### src/design/pibc_defines.vh
// constants for the phy setup control register bank
`ifndef PIBC_DEFINES_VH
`define PIBC_DEFINES_VH
`define PIBC_OFS_CTRL 4'h0
`define PIBC_OFS_STATUS 4'h4
`define PIBC_OFS_LANE 4'h8
`define PIBC_OFS_IRQ_STAT 4'hc
`define PIBC_ADDR_W 4
`define PIBC_BIT_LAUNCH 0
`define PIBC_BIT_IMPEDANCE_CAL_REQUEST 1
`define PIBC_BIT_PLL_LOCK_WAIT_REQUEST 4
`define PIBC_BIT_DELAY_LINE_CAL_REQUEST 5
`define PIBC_BIT_PLLPASS 17
`define PIBC_BIT_CTLSEL 18
`define PIBC_BIT_WIPE 27
`define PIBC_BIT_LOCKSKIP 28
`define PIBC_BIT_DCALSKIP 29
`define PIBC_BIT_ZCALSKIP 30
`define PIBC_BIT_GSKIP 31
`define PIBC_CTRL_RESET 32'h0000_0000
`define PIBC_CTRL_WMASK 32'hf807_ffff
`define PIBC_TRAIN_MASK 16'hfe00
`define PIBC_ST_FINISHED 0
`define PIBC_ST_PLLDONE 1
`define PIBC_ST_DCALDONE 2
`define PIBC_ST_ZCALDONE 3
`define PIBC_ROUTINE_CYC 8'h10
`endif

### src/design/pibc_top.v
// phy setup control register bank with routine engines and status
//
// Our own choices: register access over Wishbone and the register addresses.
`timescale 1ns/1ps
`include "pibc_defines.vh"
module pibc_top (
	input wire mclk_i,
	input wire sys_rst_i,
	input wire wb_cyc_i,
	input wire wb_stb_i,
	input wire wb_we_i,
	input wire [3:0] wb_adr_i,
	input wire [3:0] wb_sel_i,
	input wire [31:0] wb_dat_i,
	output reg [31:0] wb_dat_o,
	output wire wb_ack_o,
	input wire [7:0] lane_status_set_i,
	output reg pll_passthrough_o,
	output reg controller_dram_setup_o,
	output reg irq_o
);
	////////////////////////////////////////////////////////////////////////
	reg [31:0] ctrl_reg;
	reg [31:0] ctrl_next;
	reg [3:0] status_reg;
	reg [3:0] status_next;
	reg [7:0] lane_reg;
	reg [7:0] lane_next;
	reg [3:0] irq_stat_reg;
	reg [3:0] irq_mask_reg;
	reg auto_reg;
	reg [31:0] wdata;
	reg [31:0] rdata;
	wire bus_wr;
	wire bus_rd;
	wire ctrl_wr;
	wire launch;
	wire impedance_cal_request_busy;
	wire impedance_cal_request_done;
	wire delay_line_cal_request_busy;
	wire delay_line_cal_request_done;
	wire lock_busy;
	wire lock_done;
	wire impedance_cal_request_start;
	wire delay_line_cal_request_start;
	wire lock_start;
	wire impedance_cal_request_stop;
	wire delay_line_cal_request_stop;
	wire lock_stop;
	wire [3:0] events;
	wire irq_wr;
	wire mask_wr;
	wire wipe_wr;
	wire train_launch;
	wire engines_idle;
	integer i;

	function [31:0] sel_merge;
		input [31:0] old;
		input [31:0] nw;
		input [3:0] sel;
		integer k;
		begin
			sel_merge = old;
			for (k = 0; k < 4; k = k + 1) begin
				if (sel[k]) begin
					sel_merge[k*8 +: 8] = nw[k*8 +: 8];
				end
			end
		end
	endfunction

	// true when the bus address selects the given register
	function adr_hit;
		input [3:0] adr;
		input [3:0] ofs;
		begin
			adr_hit = (adr == ofs);
		end
	endfunction

	////////////////////////////////////////////////////////////////////////
	pibc_wb_slave u_wb (
		.mclk_i(mclk_i),
		.sys_rst_i(sys_rst_i),
		.cyc_i(wb_cyc_i),
		.stb_i(wb_stb_i),
		.we_i(wb_we_i),
		.ack_o(wb_ack_o),
		.wr_o(bus_wr),
		.rd_o(bus_rd)
	);

	assign ctrl_wr = bus_wr && adr_hit(wb_adr_i, `PIBC_OFS_CTRL);
	assign irq_wr = bus_wr && adr_hit(wb_adr_i, `PIBC_OFS_IRQ_STAT);
	assign mask_wr = irq_wr && wb_sel_i[1];
	always @* begin
		wdata = sel_merge(ctrl_reg, wb_dat_i, wb_sel_i) & `PIBC_CTRL_WMASK;
	end
	// launch fires only on a write that carries bit 0 itself; a byte write to
	// the upper lanes must not re-fire a launch still pending in the register
	assign launch = ctrl_wr && wb_sel_i[0] && wb_dat_i[`PIBC_BIT_LAUNCH];
	assign wipe_wr = ctrl_wr && wdata[`PIBC_BIT_WIPE];
	assign train_launch = launch && ((wdata[15:0] & `PIBC_TRAIN_MASK) != 16'h0000);
	assign engines_idle = !impedance_cal_request_busy && !delay_line_cal_request_busy && !lock_busy;

	// skips act in the write cycle; a request written with its skip is held
	// without starting, so it runs only on a later launch write
	assign impedance_cal_request_stop = ctrl_wr && (wdata[`PIBC_BIT_ZCALSKIP] || wdata[`PIBC_BIT_GSKIP]);
	assign delay_line_cal_request_stop = ctrl_wr && (wdata[`PIBC_BIT_DCALSKIP] || wdata[`PIBC_BIT_GSKIP]);
	assign lock_stop = ctrl_wr && (wdata[`PIBC_BIT_LOCKSKIP] || wdata[`PIBC_BIT_GSKIP]);
	assign impedance_cal_request_start = (launch && wdata[`PIBC_BIT_IMPEDANCE_CAL_REQUEST] && !impedance_cal_request_stop) || (auto_reg && !impedance_cal_request_stop);
	assign delay_line_cal_request_start = (launch && wdata[`PIBC_BIT_DELAY_LINE_CAL_REQUEST] && !delay_line_cal_request_stop) || (auto_reg && !delay_line_cal_request_stop);
	assign lock_start = (launch && wdata[`PIBC_BIT_PLL_LOCK_WAIT_REQUEST] && !lock_stop) || (auto_reg && !lock_stop);

	pibc_routine u_impedance_cal_request (
		.mclk_i(mclk_i),
		.sys_rst_i(sys_rst_i),
		.start_i(impedance_cal_request_start),
		.stop_i(impedance_cal_request_stop),
		.busy_o(impedance_cal_request_busy),
		.done_o(impedance_cal_request_done)
	);
	pibc_routine u_delay_line_cal_request (
		.mclk_i(mclk_i),
		.sys_rst_i(sys_rst_i),
		.start_i(delay_line_cal_request_start),
		.stop_i(delay_line_cal_request_stop),
		.busy_o(delay_line_cal_request_busy),
		.done_o(delay_line_cal_request_done)
	);
	pibc_routine u_lock (
		.mclk_i(mclk_i),
		.sys_rst_i(sys_rst_i),
		.start_i(lock_start),
		.stop_i(lock_stop),
		.busy_o(lock_busy),
		.done_o(lock_done)
	);

	////////////////////////////////////////////////////////////////////////
	// control register next value
	always @* begin
		ctrl_next = ctrl_reg;
		if (ctrl_wr) begin
			ctrl_next = wdata;
			ctrl_next[`PIBC_BIT_GSKIP] = 1'b0;
			ctrl_next[`PIBC_BIT_ZCALSKIP] = 1'b0;
			ctrl_next[`PIBC_BIT_DCALSKIP] = 1'b0;
			ctrl_next[`PIBC_BIT_LOCKSKIP] = 1'b0;
			ctrl_next[`PIBC_BIT_WIPE] = 1'b0;
			if (wdata[`PIBC_BIT_GSKIP]) begin
				ctrl_next[`PIBC_BIT_LAUNCH] = 1'b0;
				for (i = 5; i < 16; i = i + 1) begin
					if (i != `PIBC_BIT_DELAY_LINE_CAL_REQUEST) begin
						ctrl_next[i] = 1'b0;
					end
				end
			end
		end
		if (impedance_cal_request_done) begin
			ctrl_next[`PIBC_BIT_IMPEDANCE_CAL_REQUEST] = 1'b0;
		end
		if (delay_line_cal_request_done) begin
			ctrl_next[`PIBC_BIT_DELAY_LINE_CAL_REQUEST] = 1'b0;
		end
		if (lock_done) begin
			ctrl_next[`PIBC_BIT_PLL_LOCK_WAIT_REQUEST] = 1'b0;
		end
		if (ctrl_reg[`PIBC_BIT_LAUNCH] && engines_idle) begin
			ctrl_next[`PIBC_BIT_LAUNCH] = 1'b0;
			// requests in bits 6 to 15, which have no engine of their own, finish with the launch
			for (i = 6; i < 16; i = i + 1) begin
				ctrl_next[i] = 1'b0;
			end
		end
		ctrl_next[26:19] = 8'h00;
	end

	// general status: done flags set by engines
	always @* begin
		status_next = status_reg;
		if (wipe_wr) begin
			status_next[3:1] = 3'h0;
		end
		if (launch) begin
			status_next[3:1] = 3'h0;
			status_next[`PIBC_ST_FINISHED] = 1'b0;
		end
		if (impedance_cal_request_done) begin
			status_next[`PIBC_ST_ZCALDONE] = 1'b1;
		end
		if (delay_line_cal_request_done) begin
			status_next[`PIBC_ST_DCALDONE] = 1'b1;
		end
		if (lock_done) begin
			status_next[`PIBC_ST_PLLDONE] = 1'b1;
		end
		if ((impedance_cal_request_done || delay_line_cal_request_done || lock_done || (ctrl_reg[`PIBC_BIT_LAUNCH] && !launch))
			&& engines_idle) begin
			status_next[`PIBC_ST_FINISHED] = 1'b1;
		end
	end

	// lane status: set by training hardware, cleared by wipe or new training
	always @* begin
		lane_next = lane_reg;
		if (wipe_wr) begin
			lane_next = 8'h00;
		end
		if (train_launch) begin
			lane_next = 8'h00;
		end
		lane_next = lane_next | lane_status_set_i;
	end

	assign events = {impedance_cal_request_done, delay_line_cal_request_done, lock_done, status_next[`PIBC_ST_FINISHED] &
		~status_reg[`PIBC_ST_FINISHED]};

	////////////////////////////////////////////////////////////////////////
	always @(posedge mclk_i) begin
		if (sys_rst_i) begin
			ctrl_reg <= `PIBC_CTRL_RESET;
			status_reg <= 4'h0;
			lane_reg <= 8'h00;
			irq_stat_reg <= 4'h0;
			irq_mask_reg <= 4'h0;
			auto_reg <= 1'b1;
			pll_passthrough_o <= 1'b0;
			controller_dram_setup_o <= 1'b0;
			irq_o <= 1'b0;
		end else begin
			auto_reg <= 1'b0;
			ctrl_reg <= ctrl_next;
			status_reg <= status_next;
			lane_reg <= lane_next;
			pll_passthrough_o <= ctrl_next[`PIBC_BIT_PLLPASS];
			controller_dram_setup_o <= ctrl_next[`PIBC_BIT_CTLSEL];
			// a clear needs byte lane 0; a completion event in the same cycle wins
			if (irq_wr && wb_sel_i[0]) begin
				irq_stat_reg <= (irq_stat_reg & ~wb_dat_i[3:0]) | events;
			end else begin
				irq_stat_reg <= irq_stat_reg | events;
			end
			if (mask_wr) begin
				irq_mask_reg <= wb_dat_i[11:8];
			end
			irq_o <= |(irq_stat_reg & irq_mask_reg);
		end
	end

	////////////////////////////////////////////////////////////////////////
	always @* begin
		case (wb_adr_i)
			`PIBC_OFS_CTRL: rdata = ctrl_reg & `PIBC_CTRL_WMASK;
			`PIBC_OFS_STATUS: rdata = {20'h00000, impedance_cal_request_busy, delay_line_cal_request_busy, lock_busy, 5'h00, status_reg};
			`PIBC_OFS_LANE: rdata = {24'h000000, lane_reg};
			`PIBC_OFS_IRQ_STAT: rdata = {20'h00000, irq_mask_reg, 4'h0, irq_stat_reg};
			default: rdata = 32'h0000_0000;
		endcase
	end

	always @(posedge mclk_i) begin
		if (sys_rst_i) begin
			wb_dat_o <= 32'h0000_0000;
		end else if (bus_rd) begin
			wb_dat_o <= rdata;
		end
	end
endmodule // pibc_top

### src/design/pibc_routine.v
// one calibration routine engine: runs for a fixed time, stoppable
`timescale 1ns/1ps
`include "pibc_defines.vh"
module pibc_routine (
	input wire mclk_i,
	input wire sys_rst_i,
	input wire start_i,
	input wire stop_i,
	output reg busy_o,
	output reg done_o
);
	reg [7:0] cnt_reg;
	always @(posedge mclk_i) begin
		if (sys_rst_i) begin
			busy_o <= 1'b0;
			done_o <= 1'b0;
			cnt_reg <= 8'h00;
		end else begin
			done_o <= 1'b0;
			if (stop_i) begin
				busy_o <= 1'b0;
			end else if (start_i) begin
				busy_o <= 1'b1;
				cnt_reg <= `PIBC_ROUTINE_CYC;
			end else if (busy_o) begin
				if (cnt_reg == 8'h01) begin
					busy_o <= 1'b0;
					done_o <= 1'b1;
				end
				cnt_reg <= cnt_reg - 8'h01;
			end
		end
	end
endmodule // pibc_routine

### src/design/pibc_wb_slave.v
// classic wishbone slave handshake: one-cycle ack, one wait state
`timescale 1ns/1ps
module pibc_wb_slave (
	input wire mclk_i,
	input wire sys_rst_i,
	input wire cyc_i,
	input wire stb_i,
	input wire we_i,
	output reg ack_o,
	output wire wr_o,
	output wire rd_o
);
	wire req;
	assign req = cyc_i & stb_i & ~ack_o;
	assign wr_o = req & we_i;
	assign rd_o = req & ~we_i;
	always @(posedge mclk_i) begin
		if (sys_rst_i) begin
			ack_o <= 1'b0;
		end else begin
			ack_o <= req;
		end
	end
endmodule // pibc_wb_slave

### config.mk
export PLATFORM = sky130hd
export DESIGN_NAME = pibc_top
export DESIGN_NICKNAME = d
export VERILOG_FILES = /design/src/design/pibc_top.v /design/src/design/pibc_routine.v /design/src/design/pibc_wb_slave.v
export VERILOG_INCLUDE_DIRS = /design/src /design/src/design
export SDC_FILE = /design/constraint.sdc
export NUM_CORES = 1
export LEC_CHECK = 0
export BUFFER_PORTS_ARGS = -buffer_cell sky130_fd_sc_hd__buf_4
export CAP_MARGIN = 20
export CORE_AREA = 4 4 92 94
export CTS_CLUSTER_SIZE = 20
export DETAILED_ROUTE_END_ITERATION = 10
export DIE_AREA = 0 0 96 98
export HOLD_SLACK_MARGIN = 0.06
export PLACE_DENSITY = 0.85
export SKIP_LAST_GASP = 1
export SLEW_MARGIN = 40
export SYNTH_ARGS = -nofsm -noshare
export SYNTH_HDL_FRONTEND = slang
export SYNTH_SLANG_ARGS = --single-unit
### constraint.sdc
create_clock -name mclk_i -period 2.75 [get_ports mclk_i]
set_input_delay 0.1375 -clock mclk_i [delete_from_list [all_inputs] [get_ports mclk_i]]
set_output_delay 0.1375 -clock mclk_i [all_outputs]
set_load 0.01 [all_outputs]
==> run metrics <==
cells taking the most area after synthesis=dfxtp_1, nor2_1, mux2i_1; post-route clock skew=0.0130 ns; leakage power total=between 0.002 and 0.0025 µW; Starting Density=0.572; main flop type after synthesis=dfxtp_1; clock insertion delay at the later pin of the skew report=approximately 0.38 ns; residual DRC count=0; Fin. Hold Viols=0; worst hold stages=3; flip-flop count of the largest register, all copies and words added=19; total of endpoints with negative setup slack in the final report=0; highest-count cells in the layout ignoring fill and taps=dfxtp_1, buf_4, nor2_1; async set-reset flop share out of synthesis=0; master of the slowest instance on the critical path=dlygate4sd3_1; share of final-layout standard cells stronger than drive strength 1=0.188; post-CTS setup buffer count=0; Hold Path Sink=lane_reg[2]; startpoint-to-endpoint class of the critical path=primary input to flip-flop; smallest hold slack=approximately 0.062 ns; reg2reg start=u_impedance_cal_request.busy_o; I/O Buffers=67; depth of the worst register-to-register path=3; RSZ-0062 raised after global routing=no; worst slew margin relative to its limit=0.443; width of the die=96 µm; clock tree from TritonCTS=built; H-tree lvl count=3; Critical Path RT=around 3 ns; run status=completed; critical path capture point type=flip-flop; number of enable-type register cells in the synthesized netlist=0; DR vias/cell=6.07; largest voltage drop on the vdd net=around 0.00044 V; number of distinct library cells after synthesis=a little over 60; number of clock buffers inserted by TritonCTS=9; number of antenna violations at the first check in global routing=0; hold-fix buffer count after cts=20; Reg2Reg Capture Point=u_impedance_cal_request.cnt_reg[7]; Total GRT Usage=0.258; setup total negative slack=0 ns; final weighted congestion in routability-driven placement=between 0.8 and 0.9; Crit Path Max Fanout=8; Mapped Area=between 0.004 and 0.005 mm²; clock sink count=just over 90; Top Ports=89; total number of nets in the final design=between 600 and 700; first-pass iteration count of the detailed router=4; post-layout minimum cycle time=1.89 ns; clock-pin slew of the registers on the worst-case setup and hold paths=~0.09 ns; data arrival time of the critical path=2.18 ns; max-slew violations=0; fin cells=~700; vertical extent of the die=98 µm; Via Count=roughly 4,200; number of rows in the core area=32; register bit count reported by yosys=just over 90; ratio of final minimum period to clock period=0.689; largest stage delay on the critical path=roughly 0.55 ns; post-cts sizing count=0; total wirelength of the detailed-routed design=between 10,000 and 15,000 µm; path category of the worst min-delay check=primary input to flip-flop; power density over the cells=506 mW/mm²; nature of the critical path startpoint=primary input; largest net degree at the start of global routing=44; global-route wire length before repair=19,600 µm; yosys warns=0; wire per inst=17.1 µm; DP Cell Count=650; remaining antenna violation count=0; max cap viols=0; Mapped Avg Cell Area=slightly below 9 µm²; transition at the pin with the smallest max-transition slack=between 0.8 and 0.9 ns; residual overflow from global routing=0; Floorplan Core Area=about 0.0076 mm²; antenna diode instance count=0; maximum frequency from static timing analysis=about 530 MHz; floorplan die area=~0.0094 mm²; most common cell after layout, fill and taps aside=dfxtp_1; top-area cell type share of the netlist area=0.416; via count of the first global-routing pass=between 4,000 and 5,000; post-synthesis cell count=roughly 510; sum of net half-perimeters after detailed placement=about 7900 µm; deepest clock path buffer count=2; buffer type at the clock tree root=clkbuf_8; Layout area overhead=20.2%; part of the Yosys area used for sequential elements=0.416; worst-case register-to-register setup slack=0.89 ns; most area-hungry cell type in the Yosys netlist=dfxtp_1; CP Cell Sequence=dlygate4sd3_1 -> buf_4 -> or4b_1 -> o22ai_1 -> o211ai_1 -> a211oi_1; drt first-iter violations=242; Hold Startpoint=lane_status_set_i[2]
per-layer routing:
metal / routed length [µm] / vias to the layer above / track usage
li1: - / 1996 / -
met4: 436 / 0 / 0.121
met1: 4830 / 1980 / 0.337
met2: 5850 / 153 / 0.412
met5: 0 / - / 0
met3: 641 / 36 / 0.0401
through the flow:
step | setup WS, ns | util | cell area, µm² | power, µW
after CTS | 0.898 | 0.687 | 5250 | 2650
after detailed placement | 0.907 | 0.635 | 4860 | 1760
final | 0.855 | 0.688 | 5260 | 2660
after floorplan | 1.05 | - | 4420 | 1640
after global routing | 0.710 | 0.688 | 5260 | 2760
after global placement | 0.952 | 0.635 | 4860 | 1750
critical path, delay by kind of cell:
family	cells	cell delay [ns]
buffers and inverters	2	0.71
AOI/OAI and AO/OA	3	0.80
and+or+nand+nor	1	0.53
cell families (layout without fill, tap and decap cells):
| logic type | count (synthesis) | count (layout) | share of synthesized area |
|---|---|---|---|
| buf+inv | 57 | 123 | 0.0655 |
| mux | 27 | 27 | 0.0638 |
| simple gates | 213 | 213 | 0.255 |
| compound gates | 110 | 110 | 0.180 |
| other cells | 1 | 13 | 0.000857 |
| fa+ha+maj | 6 | 6 | 0.0172 |
| flops | 91 | 91 | 0.416 |
| xor+xnor | 1 | 1 | 0.00200 |
synth_stat cells (all sizes together), types with 7 or more instances:
cell type,number
a211oi,18
nand3,31
mux2,7
a221oi,7
o211ai,7
clkbuf,19
a31oi,15
nand2,42
inv,15
dfxtp,91
nand4,16
nor3,23
buf,23
mux2i,20
nor2,59
a21oi,29
power by group:
group / total [µW] / switching (µW) / leakage (µW) / internal [µW]
clock network: 895 / 541 / 0.0000991 / 354
logic: 357 / 195 / 0.00126 / 161
registers: 1410 / 49.3 / 0.000741 / 1360
total: 2660 / 786 / 0.00210 / 1870
cell type report:
type	count	area [µm²]
Sequential cell	91	1820
Tap cell	102	128
Clock inverter	7	71.3
Timing Repair Buffer	92	741
Clock buffer	9	124
Inverter	15	56.3
Multi-Input combinational cell	370	2320
Fill cell	545	2390
how the worst max path moves through the flow:
stage | to | depth (start not counted) | start | slack (ns)
6_report | lane_reg[7] | 6 | wb_dat_i[10] | 0.86
5_1_grt | u_impedance_cal_request.cnt_reg[5] | 4 | u_impedance_cal_request.busy_o | 0.71
3_3_place_gp | ctrl_reg[12] | 6 | wb_adr_i[1] | 0.95
3_5_place_dp | ctrl_reg[13] | 6 | wb_adr_i[1] | 0.91
4_1_cts | u_impedance_cal_request.cnt_reg[5] | 4 | u_impedance_cal_request.busy_o | 0.90
2_1_floorplan | u_lock.cnt_reg[2] | 5 | u_wb.ack_o | 1.05
(Power assumes the default switching activity.)
